$ cat src/flash_host_pkg.sv
// Purpose: Shared constants and carriers for the flash command host controller.
// Assumes: Byte-wide asynchronous flash with 19 address bits, driven from a 25 MHz clock.
// Notes: Strobe timing counts are derived from nanosecond figures at the clock rate.
package flash_host_pkg;
	localparam int ADDR_W = 19;
	localparam int DATA_W = 8;
	localparam int CLK_NS = 40;
	// Strobe phase lengths; least times round up to whole cycles.
	localparam int SETUP_NS = 40;
	localparam int PULSE_NS = 80;
	localparam int HOLD_NS = 40;
	localparam int SAMPLE_NS = 160;
	localparam logic [3:0] SETUP_CYC = 4'((SETUP_NS + CLK_NS - 1) / CLK_NS);
	localparam logic [3:0] PULSE_CYC = 4'((PULSE_NS + CLK_NS - 1) / CLK_NS);
	localparam logic [3:0] HOLD_CYC = 4'((HOLD_NS + CLK_NS - 1) / CLK_NS);
	localparam logic [3:0] SAMPLE_CYC = 4'((SAMPLE_NS + CLK_NS - 1) / CLK_NS);
	localparam logic [18:0] UNLOCK_A1 = 19'h05555;
	localparam logic [18:0] UNLOCK_A2 = 19'h02aaa;
	localparam logic [7:0] UNLOCK_D1 = 8'haa;
	localparam logic [7:0] UNLOCK_D2 = 8'h55;
	localparam logic [7:0] CMD_RESET = 8'hf0;
	localparam logic [7:0] CMD_IDENT = 8'h90;
	localparam logic [7:0] CMD_PROG = 8'ha0;
	localparam logic [7:0] CMD_ERASE = 8'h80;
	localparam logic [7:0] CMD_CHIP = 8'h10;
	localparam logic [7:0] CMD_SECTOR = 8'h30;
	localparam logic [7:0] CMD_SUSPEND = 8'hb0;
	localparam logic [7:0] CMD_RESUME = 8'h30;
	localparam logic [18:0] ID_MFR_ADDR = 19'h00000;
	localparam logic [18:0] ID_DEV_ADDR = 19'h00001;
	localparam logic [18:0] ID_PROT_ADDR = 19'h00002;
	localparam int SECTOR_LSB = 16;
	localparam logic [2:0] MAX_STEP = 3'h5;
	// Operation codes accepted on the user side.
	typedef enum logic [3:0] {
		OP_READ, OP_RESET_SHORT, OP_RESET_LONG, OP_IDENT, OP_PROGRAM,
		OP_CHIP_ERASE, OP_SECTOR_ERASE, OP_SUSPEND, OP_RESUME,
		OP_ID_MFR, OP_ID_DEV, OP_PROT_STATUS
	} op_t;
	typedef struct packed {
		op_t op;
		logic [ADDR_W-1:0] addr;
		logic [DATA_W-1:0] data;
	} req_t;
	// One bus cycle toward the flash.
	typedef struct packed {
		logic write;
		logic [ADDR_W-1:0] addr;
		logic [DATA_W-1:0] data;
	} cyc_t;
	typedef struct packed {
		logic cs_n;
		logic oe_n;
		logic we_n;
		logic [ADDR_W-1:0] addr;
		logic [DATA_W-1:0] dout;
		logic den;
	} pins_t;
endpackage
$ cat src/flash_bus_cycle.sv
// Purpose: Runs one strobed read or write cycle on the flash pins.
// Assumes: The caller holds start only while ready is high.
// Notes: Writes keep the output gate high and pulse the write strobe inside chip select.
module flash_bus_cycle (
	input wire logic MCLK,
	input wire logic RST_B,
	input wire logic start,
	input wire flash_host_pkg::cyc_t cyc,
	input wire logic [7:0] din_sync,
	output logic ready,
	output logic done,
	output logic [7:0] rdata,
	output flash_host_pkg::pins_t pins
);
	typedef enum logic [1:0] {S_IDLE, S_SETUP, S_PULSE, S_HOLD} ph_t;
	typedef struct packed {
		ph_t ph;
		logic [3:0] cnt;
		flash_host_pkg::cyc_t c;
		logic done;
		logic [7:0] rdata;
		flash_host_pkg::pins_t pins;
	} st_t;
	st_t s_q, s_d;

	always_comb begin
		s_d = s_q;
		s_d.done = 1'b0;
		unique case (s_q.ph)
			S_IDLE: begin
				s_d.pins.cs_n = 1'b1;
				s_d.pins.oe_n = 1'b1;
				s_d.pins.we_n = 1'b1;
				s_d.pins.den = 1'b0;
				if (start) begin
					s_d.c = cyc;
					s_d.ph = S_SETUP;
					s_d.cnt = flash_host_pkg::SETUP_CYC;
					s_d.pins.addr = cyc.addr;
					s_d.pins.dout = cyc.data;
					s_d.pins.cs_n = 1'b0;
					// A write keeps the gate high so the flash leaves the data pins alone.
					s_d.pins.oe_n = cyc.write;
					s_d.pins.den = cyc.write;
				end
			end
			S_SETUP: begin
				s_d.cnt = s_q.cnt - 4'h1;
				if (s_q.cnt == 4'h1) begin
					s_d.ph = S_PULSE;
					// Address is latched by the flash at this falling edge.
					// The strobe falls and rises inside select, so either latch form sees it.
					s_d.pins.we_n = !s_q.c.write;
					s_d.cnt = s_q.c.write ? flash_host_pkg::PULSE_CYC
						: flash_host_pkg::SAMPLE_CYC;
				end
			end
			S_PULSE: begin
				s_d.cnt = s_q.cnt - 4'h1;
				if (s_q.cnt == 4'h1) begin
					s_d.ph = S_HOLD;
					s_d.cnt = flash_host_pkg::HOLD_CYC;
					// Data is latched at the rising edge; read data is sampled here.
					s_d.pins.we_n = 1'b1;
					s_d.pins.oe_n = 1'b1;
					if (!s_q.c.write) begin
						s_d.rdata = din_sync;
					end
				end
			end
			S_HOLD: begin
				s_d.cnt = s_q.cnt - 4'h1;
				if (s_q.cnt == 4'h1) begin
					s_d.ph = S_IDLE;
					s_d.pins.cs_n = 1'b1;
					s_d.pins.den = 1'b0;
					s_d.done = 1'b1;
				end
			end
		endcase
	end

	always_ff @(posedge MCLK) begin
		if (!RST_B) begin
			s_q <= '{ph: S_IDLE, cnt: 4'h0, c: '0, done: 1'b0, rdata: 8'h00,
				pins: '{cs_n: 1'b1, oe_n: 1'b1, we_n: 1'b1, addr: '0, dout: 8'h00, den: 1'b0}};
		end else begin
			s_q <= s_d;
		end
	end

	assign ready = (s_q.ph == S_IDLE);
	assign done = s_q.done;
	assign rdata = s_q.rdata;
	assign pins = s_q.pins;

	strobe_in_cs_a: assert property (@(posedge MCLK) disable iff (!RST_B)
		!pins.we_n |-> !pins.cs_n && pins.oe_n) else $error("write strobe outside select");
	gate_no_drive_a: assert property (@(posedge MCLK) disable iff (!RST_B)
		!pins.oe_n |-> !pins.den) else $error("host drives while gate low");
endmodule

$ cat src/flash_cmd_host.sv
// Purpose: Host controller that issues flash command sequences over the parallel pins.
// Assumes: One request at a time; the flash keeps its own command decoder and embedded engine.
// Notes: High voltage identification by pin is not generated; codes are read by command.
// Operation
// - Pin identification needs high voltage on addr_bit9, addr_bit1 and addr_bit6 low.
// - Write: select low, gate high, strobe pulsed; address at fall, data at rise.
// - Flash also accepts select-pulsed writes with the strobe held low.
// - Reset: F0h anywhere, or AAh/5555h, 55h/2AAAh, F0h/5555h.
// - Identification command: unlock pair then 90h to 5555h.
// - Program: unlock pair, A0h to 5555h, then value to target address.
// - Erase: unlock, 80h, unlock, then 10h to 5555h or 30h to sector.
// - B0h suspends a sector erase; 30h resumes while suspended.
// - Identification mode or a timeout flag is left only by a reset command; the host also leaves M_IDENT (for M_BULK) once a sector erase sequence is issued.
module flash_cmd_host (
	input wire logic MCLK,
	input wire logic RST_B,
	input wire logic REQ_VALID,
	output logic REQ_READY,
	input wire flash_host_pkg::req_t REQ,
	output logic RSP_VALID,
	output logic [7:0] RSP_DATA,
	output logic BUSY_REFUSED,
	input wire logic OP_RUNNING,
	output logic CHIP_SELECT_N,
	output logic OUTPUT_GATE_N,
	output logic WRITE_STROBE_N,
	output logic [18:0] ADDR,
	input wire logic [7:0] DATA_PINS_I,
	output logic [7:0] DATA_PINS_O,
	output logic DATA_PINS_OE
);
	typedef enum logic [1:0] {H_IDLE, H_ISSUE, H_WAIT} hs_t;
	typedef enum logic [1:0] {M_READ, M_IDENT, M_BULK, M_SUSP} fm_t;
	typedef struct packed {
		hs_t hs;
		fm_t fmode;
		flash_host_pkg::req_t r;
		logic [2:0] step;
		logic [2:0] last;
		logic rsp;
		logic [7:0] rdat;
		logic refused;
		logic [7:0] din1;
		logic [7:0] din2;
		logic [2:0] run_sync;
	} st_t;
	st_t s_q, s_d;
	flash_host_pkg::cyc_t cyc;
	flash_host_pkg::pins_t pins;
	logic bc_ready, bc_done, bc_start;
	logic [7:0] bc_rdata;
	logic is_bulk;

	// Builds each bus cycle of a sequence; unlock addresses carry zeros in bits 15 to 18.
	function automatic flash_host_pkg::cyc_t seq_cycle(flash_host_pkg::req_t r, logic [2:0] k);
		flash_host_pkg::cyc_t c;
		logic [18:0] a [6];
		logic [7:0] d [6];
		c = '0;
		a[0] = flash_host_pkg::UNLOCK_A1;
		d[0] = flash_host_pkg::UNLOCK_D1;
		a[1] = flash_host_pkg::UNLOCK_A2;
		d[1] = flash_host_pkg::UNLOCK_D2;
		a[2] = flash_host_pkg::UNLOCK_A1;
		d[2] = flash_host_pkg::CMD_ERASE;
		a[3] = flash_host_pkg::UNLOCK_A1;
		d[3] = flash_host_pkg::UNLOCK_D1;
		a[4] = flash_host_pkg::UNLOCK_A2;
		d[4] = flash_host_pkg::UNLOCK_D2;
		a[5] = flash_host_pkg::UNLOCK_A1;
		d[5] = flash_host_pkg::CMD_CHIP;
		c.write = 1'b1;
		c.addr = a[k];
		c.data = d[k];
		unique case (r.op)
			flash_host_pkg::OP_READ, flash_host_pkg::OP_ID_MFR, flash_host_pkg::OP_ID_DEV,
			flash_host_pkg::OP_PROT_STATUS: begin
				c.write = 1'b0;
				c.addr = r.addr;
				c.data = 8'h00;
				// Code reads keep address bits 1 and 6 low, as selection by pin would need.
				if (r.op == flash_host_pkg::OP_ID_MFR) begin
					c.addr = flash_host_pkg::ID_MFR_ADDR;
				end
				if (r.op == flash_host_pkg::OP_ID_DEV) begin
					c.addr = flash_host_pkg::ID_DEV_ADDR;
				end
				if (r.op == flash_host_pkg::OP_PROT_STATUS) begin
					// Sector bits come from the caller, bit 0 low, bit 1 high.
					c.addr = {r.addr[18:flash_host_pkg::SECTOR_LSB], 14'h0000, 2'h2};
				end
			end
			flash_host_pkg::OP_RESET_SHORT, flash_host_pkg::OP_SUSPEND,
			flash_host_pkg::OP_RESUME: begin
				c.addr = r.addr;
				c.data = (r.op == flash_host_pkg::OP_RESET_SHORT) ? flash_host_pkg::CMD_RESET
					: (r.op == flash_host_pkg::OP_SUSPEND) ? flash_host_pkg::CMD_SUSPEND
					: flash_host_pkg::CMD_RESUME;
			end
			flash_host_pkg::OP_RESET_LONG, flash_host_pkg::OP_IDENT,
			flash_host_pkg::OP_PROGRAM: begin
				if (k == 3'h2) begin
					c.data = (r.op == flash_host_pkg::OP_RESET_LONG) ? flash_host_pkg::CMD_RESET
						: (r.op == flash_host_pkg::OP_IDENT) ? flash_host_pkg::CMD_IDENT
						: flash_host_pkg::CMD_PROG;
				end
				if (k == 3'h3) begin
					c.addr = r.addr;
					c.data = r.data;
				end
			end
			flash_host_pkg::OP_CHIP_ERASE: begin
			end
			flash_host_pkg::OP_SECTOR_ERASE: begin
				if (k == 3'h5) begin
					c.addr = {r.addr[18:flash_host_pkg::SECTOR_LSB], 16'h0000};
					c.data = flash_host_pkg::CMD_SECTOR;
				end
			end
			default: begin
			end
		endcase
		return c;
	endfunction

	function automatic logic [2:0] seq_last(flash_host_pkg::op_t op);
		unique case (op)
			flash_host_pkg::OP_RESET_LONG, flash_host_pkg::OP_IDENT: return 3'h2;
			flash_host_pkg::OP_PROGRAM: return 3'h3;
			flash_host_pkg::OP_CHIP_ERASE, flash_host_pkg::OP_SECTOR_ERASE:
				return flash_host_pkg::MAX_STEP;
			default: return 3'h0;
		endcase
	endfunction

	assign is_bulk = (REQ.op == flash_host_pkg::OP_PROGRAM)
		|| (REQ.op == flash_host_pkg::OP_CHIP_ERASE)
		|| (REQ.op == flash_host_pkg::OP_SECTOR_ERASE);

	always_comb begin
		s_d = s_q;
		s_d.rsp = 1'b0;
		s_d.refused = 1'b0;
		s_d.din1 = DATA_PINS_I;
		s_d.din2 = s_q.din1;
		s_d.run_sync = {s_q.run_sync[1:0], OP_RUNNING};
		// The engine ends on its own, so a finished sector erase puts the tracked mode back to reading.
		// A suspend also drops the flag, but by then the mode is already marked suspended.
		if (s_q.run_sync[2] && !s_q.run_sync[1] && s_q.fmode == M_BULK) begin
			s_d.fmode = M_READ;
		end
		unique case (s_q.hs)
			H_IDLE: begin
				if (REQ_VALID) begin
					// Program or erase while one runs would be ignored, so it is refused here.
					if (is_bulk && s_q.run_sync[1]) begin
						s_d.refused = 1'b1;
					end else if ((REQ.op == flash_host_pkg::OP_SUSPEND
						&& s_q.fmode != M_BULK)
						|| (REQ.op == flash_host_pkg::OP_RESUME
						&& s_q.fmode != M_SUSP)) begin
						s_d.refused = 1'b1;
					end else begin
						s_d.r = REQ;
						s_d.step = 3'h0;
						s_d.last = seq_last(REQ.op);
						s_d.hs = H_ISSUE;
					end
				end
			end
			H_ISSUE: begin
				if (bc_ready) begin
					s_d.hs = H_WAIT;
				end
			end
			H_WAIT: begin
				if (bc_done) begin
					if (s_q.step == s_q.last) begin
						s_d.hs = H_IDLE;
						s_d.rsp = 1'b1;
						s_d.rdat = bc_rdata;
						unique case (s_q.r.op)
							flash_host_pkg::OP_RESET_SHORT, flash_host_pkg::OP_RESET_LONG:
								s_d.fmode = M_READ;
							flash_host_pkg::OP_IDENT: s_d.fmode = M_IDENT;
							flash_host_pkg::OP_SECTOR_ERASE, flash_host_pkg::OP_RESUME:
								s_d.fmode = M_BULK;
							flash_host_pkg::OP_SUSPEND: s_d.fmode = M_SUSP;
							default: begin
							end
						endcase
					end else begin
						s_d.step = s_q.step + 3'h1;
						s_d.hs = H_ISSUE;
					end
				end
			end
			default: s_d.hs = H_IDLE;
		endcase
	end

	always_ff @(posedge MCLK) begin
		if (!RST_B) begin
			// The flash powers up reading its array, so the host starts there too.
			s_q <= '{hs: H_IDLE, fmode: M_READ, r: '0, step: 3'h0, last: 3'h0,
				rsp: 1'b0, rdat: 8'h00, refused: 1'b0, din1: 8'h00, din2: 8'h00, run_sync: 3'h0};
		end else begin
			s_q <= s_d;
		end
	end

	assign cyc = seq_cycle(s_q.r, s_q.step);
	assign bc_start = (s_q.hs == H_ISSUE) && bc_ready;

	flash_bus_cycle u_cycle (
		.MCLK(MCLK),
		.RST_B(RST_B),
		.start(bc_start),
		.cyc(cyc),
		.din_sync(s_q.din2),
		.ready(bc_ready),
		.done(bc_done),
		.rdata(bc_rdata),
		.pins(pins)
	);

	assign REQ_READY = (s_q.hs == H_IDLE);
	assign RSP_VALID = s_q.rsp;
	assign RSP_DATA = s_q.rdat;
	assign BUSY_REFUSED = s_q.refused;
	assign CHIP_SELECT_N = pins.cs_n;
	assign OUTPUT_GATE_N = pins.oe_n;
	assign WRITE_STROBE_N = pins.we_n;
	assign ADDR = pins.addr;
	assign DATA_PINS_O = pins.dout;
	assign DATA_PINS_OE = pins.den;

	bulk_refused_a: assert property (@(posedge MCLK) disable iff (!RST_B)
		REQ_VALID && REQ_READY && is_bulk && s_q.run_sync[1] |=> BUSY_REFUSED && REQ_READY)
		else $error("bulk request not refused while running");
	unlock_first_a: assert property (@(posedge MCLK) disable iff (!RST_B)
		bc_start && s_q.step == 3'h0 && s_q.last != 3'h0 |->
		cyc.addr == flash_host_pkg::UNLOCK_A1 && cyc.data == flash_host_pkg::UNLOCK_D1)
		else $error("sequence does not open with unlock");
	unlock_high_a: assert property (@(posedge MCLK) disable iff (!RST_B)
		bc_start && s_q.step < s_q.last |-> cyc.addr[18:15] == 4'h0)
		else $error("unlock cycle carries high address bits");
	prog_final_a: assert property (@(posedge MCLK) disable iff (!RST_B)
		bc_start && s_q.r.op == flash_host_pkg::OP_PROGRAM && s_q.step == 3'h3 |->
		cyc.addr == s_q.r.addr && cyc.data == s_q.r.data)
		else $error("program final cycle wrong");
	sector_final_a: assert property (@(posedge MCLK) disable iff (!RST_B)
		bc_start && s_q.r.op == flash_host_pkg::OP_SECTOR_ERASE && s_q.step == 3'h5 |->
		cyc.data == flash_host_pkg::CMD_SECTOR && cyc.addr[18:16] == s_q.r.addr[18:16])
		else $error("sector erase final cycle wrong");
	ident_mode_a: assert property (@(posedge MCLK) disable iff (!RST_B)
		bc_done && s_q.step == s_q.last && s_q.r.op == flash_host_pkg::OP_IDENT |=>
		s_q.fmode == M_IDENT) else $error("ident mode not tracked");
	resume_refused_a: assert property (@(posedge MCLK) disable iff (!RST_B)
		REQ_VALID && REQ_READY && REQ.op == flash_host_pkg::OP_RESUME
		&& s_q.fmode != M_SUSP |=> BUSY_REFUSED)
		else $error("resume outside suspend");
	prot_addr_a: assert property (@(posedge MCLK) disable iff (!RST_B)
		bc_start && s_q.r.op == flash_host_pkg::OP_PROT_STATUS |->
		cyc.addr[1:0] == 2'h2 && !cyc.write) else $error("protection read address");
	rsp_after_req_a: assert property (@(posedge MCLK) disable iff (!RST_B)
		RSP_VALID |-> $past(s_q.hs) == H_WAIT) else $error("response without work");
	program_cov: cover property (@(posedge MCLK) disable iff (!RST_B)
		RSP_VALID && s_q.r.op == flash_host_pkg::OP_PROGRAM);
	sector_cov: cover property (@(posedge MCLK) disable iff (!RST_B)
		RSP_VALID && s_q.r.op == flash_host_pkg::OP_SECTOR_ERASE);
	ident_cov: cover property (@(posedge MCLK) disable iff (!RST_B)
		RSP_VALID && s_q.r.op == flash_host_pkg::OP_ID_DEV);
	refuse_cov: cover property (@(posedge MCLK) disable iff (!RST_B) BUSY_REFUSED);
endmodule

$ cat config.mk
export PLATFORM = sky130hd
export DESIGN_NAME = flash_cmd_host
export DESIGN_NICKNAME = d
export VERILOG_FILES = /design/src/flash_host_pkg.sv /design/src/flash_bus_cycle.sv /design/src/flash_cmd_host.sv
export SDC_FILE = /design/constraint.sdc
export NUM_CORES = 1
export LEC_CHECK = 0
export BUFFER_PORTS_ARGS = -buffer_cell sky130_fd_sc_hd__buf_2
export CORE_ASPECT_RATIO = 0.8
export CORE_UTILIZATION = 50
export DETAILED_ROUTE_END_ITERATION = 16
export PLACE_DENSITY = 0.8
export SLEW_MARGIN = 20
export SYNTH_ARGS = -nofsm -noshare
export SYNTH_HDL_FRONTEND = slang
export SYNTH_SLANG_ARGS = --single-unit
$ cat constraint.sdc
create_clock -name MCLK -period 2.4 [get_ports MCLK]
set_input_delay 0.48 -clock MCLK [delete_from_list [all_inputs] [get_ports MCLK]]
set_output_delay 0.48 -clock MCLK [all_outputs]
set_load 0.01 [all_outputs]
== Word-level counts from Yosys, hierarchy flattened ==
Memories as Yosys holds them, arrays and structs flattened.
Index checks and enable logic that the tools add are counted.

* Input port bits: 43
* Logic and storage cells: 165
* Output and inout bits: 42
* Memories: 2
* Register bits: 117
* Bits in read-only memories: 216

{| class="wikitable"
|+ Memories
! memory !! words !! width !! read ports !! clocked after memory_dff !! write ports !! RTL line !! source
|-
| (no name shown) || 8 || 19 || 1 || 0 || 0 || flash_cmd_host.sv:73 || <nowiki>c.addr = a[k];</nowiki>
|-
| (no name shown) || 8 || 8 || 1 || 0 || 0 || flash_cmd_host.sv:74 || <nowiki>c.data = d[k];</nowiki>
|}

* Order comparisons: 1
* Muxes and demuxes: 54
* Reduce and logical (&&, ||, !) cells: 38
* Equality and inequality tests: 40
* Bitwise operators: 4
* $add $sub $neg: 2

{| class="wikitable"
|+ Operator list
! cell !! count
|-
| 27-bit one-hot mux with 4 select lines || 1
|-
| 19-bit two-way mux || 5
|-
| 27-bit two-way mux || 2
|-
| 8-bit two-way mux || 5
|-
| 6-bit two-way mux || 6
|-
| 34-bit two-way mux || 1
|-
| 4-bit by 3-bit equality test with 1-bit output, second input constant || 7
|-
| 6-bit one-hot mux with 4 select lines || 1
|-
| 4-bit equality test, second input constant || 5
|-
| 2-bit two-way mux || 10
|-
| 4-bit by 2-bit equality test with 1-bit output, second input constant || 4
|-
| 3-bit AND reduction || 5
|-
| 2-bit inequality test, second input constant || 7
|-
| 2-bit by 1-bit inequality test with 1-bit output, second input constant || 5
|-
| 1-bit two-way mux || 9
|-
| 3-bit two-way mux || 3
|-
| 9-bit two-way mux || 1
|-
| 3-bit one-hot mux with 3 select lines || 1
|-
| 2-bit equality test, second input constant || 4
|-
| 4-bit by 1-bit equality test with 1-bit output, second input constant || 2
|-
| 2-bit one-hot mux with 4 select lines || 1
|-
| 2-bit AND reduction || 4
|-
| 4-bit AND reduction || 2
|-
| 2-bit OR reduction || 4
|-
| 26 further kinds || 44
|}

== Depth between registers and ports, before layout ==
* Word-level depth: 9
* Mapped depth: 9

== Hierarchy ==
A second synthesis with hierarchy kept.

* Cell total of the unflattened synthesis: 678
* Area, all modules: 5911.9 µm²

{| class="wikitable"
|+ Modules (own cells, without submodules)
! module !! instances !! cells an instance !! area an instance (µm²)
|-
| flash_cmd_host || 1 || 404 || 3683.5
|-
| flash_bus_cycle || 1 || 274 || 2228.4
|}

== Worst setup path after synthesis ==
OpenSTA, ideal clock, no wires.

* Path kind: register to register
* Start: register s_q[34] (netlist bit)
* End: register, netlist name u_cycle.s_q[50]
* Buffers on the path: 1
* Setup time: 122 ps
* Data arrival time: 1772 ps
* Period minus slack after synthesis: 1894 ps
* Slack: 506 ps
* Cell stages (with the launch flop): 9
* Required time: 2278 ps
* Path through: dfxtp_1 -> buf_2 -> inv_1 -> ha_1 -> clkinv_1 -> and3_1 -> a21boi_1 -> a31oi_4 -> a221o_1

{| class="wikitable"
|+ RTL lines
! element !! RTL line !! source
|-
| start, declared || flash_cmd_host.sv:47 || <nowiki>st_t s_q, s_d;</nowiki>
|-
| start signal, assigned || flash_cmd_host.sv:205 || <nowiki>s_q <= '{hs: H_IDLE, fmode: M_READ, r: '0, step: 3'h0, last: 3'h0,</nowiki>
|}

==> impl_results.rst <==
.. list-table::
   :header-rows: 1

   * - Metric
     - Value
   * - Total number of nets in the final design
     - 724
   * - RD Place Congestion
     - 0.935
   * - Leakage power of the design
     - 2.68 nW
   * - Resize count post-CTS
     - 0
   * - Ratio of cells with drive above 1 in the final layout
     - 22.8%
   * - DRC violation total after the first TritonRoute iteration
     - 325
   * - Library cells used by synthesis
     - 70
   * - Pin count of the biggest net entering global routing
     - 69
   * - Crit-path max FO
     - 9
   * - Final critical delay including setup and external delays
     - 2170 ps
   * - Final worst-path cycle share
     - 90.3%
   * - Number of hold-repair buffers added at the cts stage
     - 0
   * - Post-Synthesis Cells
     - 632
   * - GRT Max-Usage Layer
     - met2
   * - Clock sink count
     - 117
   * - Netlist area before placement
     - 5580 um2
   * - GRT Total Usage
     - 23.1%
   * - Worst path cell trace
     - ha_1 -> nand2b_1 -> and2_1 -> a21boi_1 -> a31oi_4 -> a221o_1
   * - First-pass iteration count of the detailed router
     - 7
   * - Area of the core region
     - 10900 um2
   * - Highest achievable clock rate
     - 461 MHz
   * - Horizontal die dimension
     - 120 um
   * - Startpoint type of the worst setup path
     - flop
   * - Count of antenna-violating nets left after detailed routing
     - 0
   * - Clock tree from TritonCTS
     - done
   * - Vias after detailed routing
     - 4628
   * - Number of buffers created by CTS
     - 17
   * - Setup slack on the worst flop-to-flop path
     - 230 ps
   * - FFs w/ async S/R, synth
     - 0%
   * - Cell family with the largest share of critical-path delay
     - compound AO/OA/AOI/OAI gates
   * - TNS Setup
     - 0 ps
   * - Final Routed Wirelength
     - 12900 um
   * - Worst IR Drop VDD
     - 0.592 mV
   * - Synth-to-layout area growth
     - 15.2%
   * - Clock root buffer
     - sky130_fd_sc_hd__clkbuf_16
   * - Number of rows in the core area
     - 34
   * - DP Wirelength
     - 8960 um
   * - H-tree level count
     - 4
   * - Diode insertion count for antenna repair
     - 0
   * - Worst path max stage delay
     - 480 ps
   * - Count of buffers inserted at the top-level ports
     - 84
   * - Met2 track demand over resource
     - 37.2%
   * - Number of buffers on the longest clock path
     - 2
   * - Overall die area
     - 11600 um2
   * - Maximum clock skew at final layout
     - 10.1 ps
   * - Remaining global-route overflow
     - 0
   * - Worst Tran Pin Value
     - 633 ps
   * - Critical path arrival
     - 2460 ps
   * - Synth Flop Type
     - sky130_fd_sc_hd__dfxtp_1
   * - I/O pin cnt
     - 85
   * - Outcome
     - completed
   * - Critical Path Slowest Stage Cell
     - sky130_fd_sc_hd__dfxtp_1
   * - Per-cell via count in the routed design
     - 5.56
   * - Initial antenna violation count
     - 0
   * - DRC violations left
     - 0
   * - Post-synthesis area per instance
     - 8.84 um2
   * - Type of the most critical hold path
     - input port to flop
   * - Die height
     - 96.5 um
   * - Seq/Total Area, Yosys
     - 41.9%
   * - Clock insertion delay at the later pin of the skew report
     - 410 ps
   * - Rel. slew slack
     - 57.2%
   * - Average wire per standard cell
     - 15.5 um
   * - Buf/Inv on CP
     - 0
   * - Post-CTS Repair Setup Buffers
     - 0
   * - Initial cell density of the core
     - 51.3%
   * - Synthesized netlist net count
     - 681
   * - WS Path Type
     - flop to flop
   * - Wire length of the first global-routing pass
     - 21000 um
   * - Max Transition Viols Final
     - 0
   * - Vias in the first global route
     - 4285
   * - Final setup vio count
     - 0
   * - Number of standard cells in the layout, taps in and fillers out
     - 832
   * - Met3 layer usage reported by global route
     - 5.75%
   * - Setup repair after global routing missed its margin
     - false
   * - Clock transition at the register clock pins on the worst setup and hold paths after CTS
     - 60 ps
   * - Flop and latch count out of synthesis
     - 117
   * - Count of flip-flops with a built-in enable after synthesis
     - 0
   * - Power per cell area
     - 867 nW/um2
   * - Met1 demand-to-capacity share in global routing
     - 30.2%
   * - Placed instance count
     - 800
   * - CP Capture Type
     - flop
   * - Hold violation count in the final report
     - 0
   * - Max_cap viols
     - 0
   * - Required arrival time at the worst endpoint
     - 2690 ps
   * - Synth warnings
     - 0
## flip-flops by register name, indices dropped and copies added, names as in the netlist
signal	count
u_cycle.pins	4
s_q	50
u_cycle.s_q	34
u_cycle.done	1
RSP_DATA	8
u_cycle.rdata	8
RSP_VALID	1
s_d	10
BUSY_REFUSED	1
## per-layer routing
| layer | routed length (um) | vias up |
|---|---|---|
| met5 | 0 | - |
| met4 | 122 | 0 |
| met3 | 795 | 17 |
| met2 | 6000 | 152 |
| met1 | 5980 | 2168 |
| li1 | - | 2291 |
## report_power, final
| part | internal (mW) | total [mW] | switching (mW) |
|---|---|---|---|
| clock | 1.44 | 2.41 | 0.963 |
| combinational | 0.384 | 0.929 | 0.545 |
| sequential | 2.10 | 2.24 | 0.141 |
## synthesized netlist by cell type, drive strengths merged, types with 4 or more instances
cell     count  share of area (%)
and3         7               0.78
nor2        31                2.1
o31ai        5               0.67
a31o         7                1.1
clkbuf      19                1.3
nor3         9               0.81
buf         62                7.6
ha           6                1.3
a221oi       4               0.63
nor2b       27                3.0
a21o         4               0.54
nand2       67                4.5
a21boi       5               0.67
a31oi        9                1.3
nor3b        5               0.76
o21a         5               0.67
o211ai       5               0.67
dfxtp      117                 42
nand3       36                3.3
a21oi       13                1.4
o21ai       51                4.8
a221o       13                2.3
xor2         5               0.78
mux2i       18                3.2
inv         11               0.74
and2        26                2.9
nand2b       9                1.0
a211oi       7                1.2
o2111ai      5               0.78
## cells by family (layout without fill, tap and decap cells)
logic type               Yosys count  after routing  synth area share (%)
AND/OR/NAND/NOR                  233            233                  22.0
AO/OA/AOI/OAI                    155            155                  20.1
flip-flops                       117            117                  41.9
buffers and inverters             93            149                  9.70
multiplexers                      19             19                  3.43
XOR/XNOR                           8              8                  1.25
adder cells (fa/ha/maj)            7              7                  1.52
## cells in the final DEF (no fill, tap or decap), drive strengths merged, types with 4 or more instances in the layout
cell / instances
dfxtp: 117
buf: 105
nand2: 67
o21ai: 51
nand3: 36
nor2: 31
nor2b: 27
and2: 26
mux2i: 18
clkbuf: 17
inv: 16
a221o: 13
a21oi: 13
nor3: 9
nand2b: 9
a31oi: 9
clkinv: 8
and3: 7
a211oi: 7
a31o: 7
ha: 6
o31ai: 5
o21a: 5
o2111ai: 5
xor2: 5
o211ai: 5
nor3b: 5
a21boi: 5
a21o: 4
a221oi: 4
## final cells by class
| class | count | area [um2] |
|---|---|---|
| fill | 977 | 4460 |
| multi-input combinational | 422 | 2700 |
| sequential | 117 | 2340 |
| timing repair buffer | 105 | 593 |
| clock buffer | 17 | 425 |
| tap | 144 | 180 |
| clock inverter | 15 | 145 |
| inverter | 12 | 45.0 |
## per-stage QoR
| stage | total power [mW] | hold slack, ps | setup slack [ps] | util (%) | area [um2] |
|---|---|---|---|---|---|
| after floorplan | 2.96 | 412 | 506 | - | 5580 |
| after global placement | 3.16 | 414 | 369 | 53.8 | 5860 |
| after detailed placement | 3.19 | 418 | 272 | 53.8 | 5860 |
| after CTS | 5.60 | 255 | 250 | 59.1 | 6430 |
| after global routing | 5.82 | 265 | 29.1 | 59.1 | 6430 |
| final | 5.58 | 270 | 233 | 59.1 | 6430 |
## final timing paths
| kind | from | end | cells past startpoint |
|---|---|---|---|
| worst max register to register | s_q[32] | u_cycle.s_q[58] | 6 |
| worst min register to register | s_d[10] | s_q[10] | 1 |
| worst max-delay path | s_q[32] | u_cycle.s_q[58] | 6 |
| worst min-delay path | DATA_PINS_I[2] | s_d[5] | 2 |
Power figures use the tool's default switching activity.
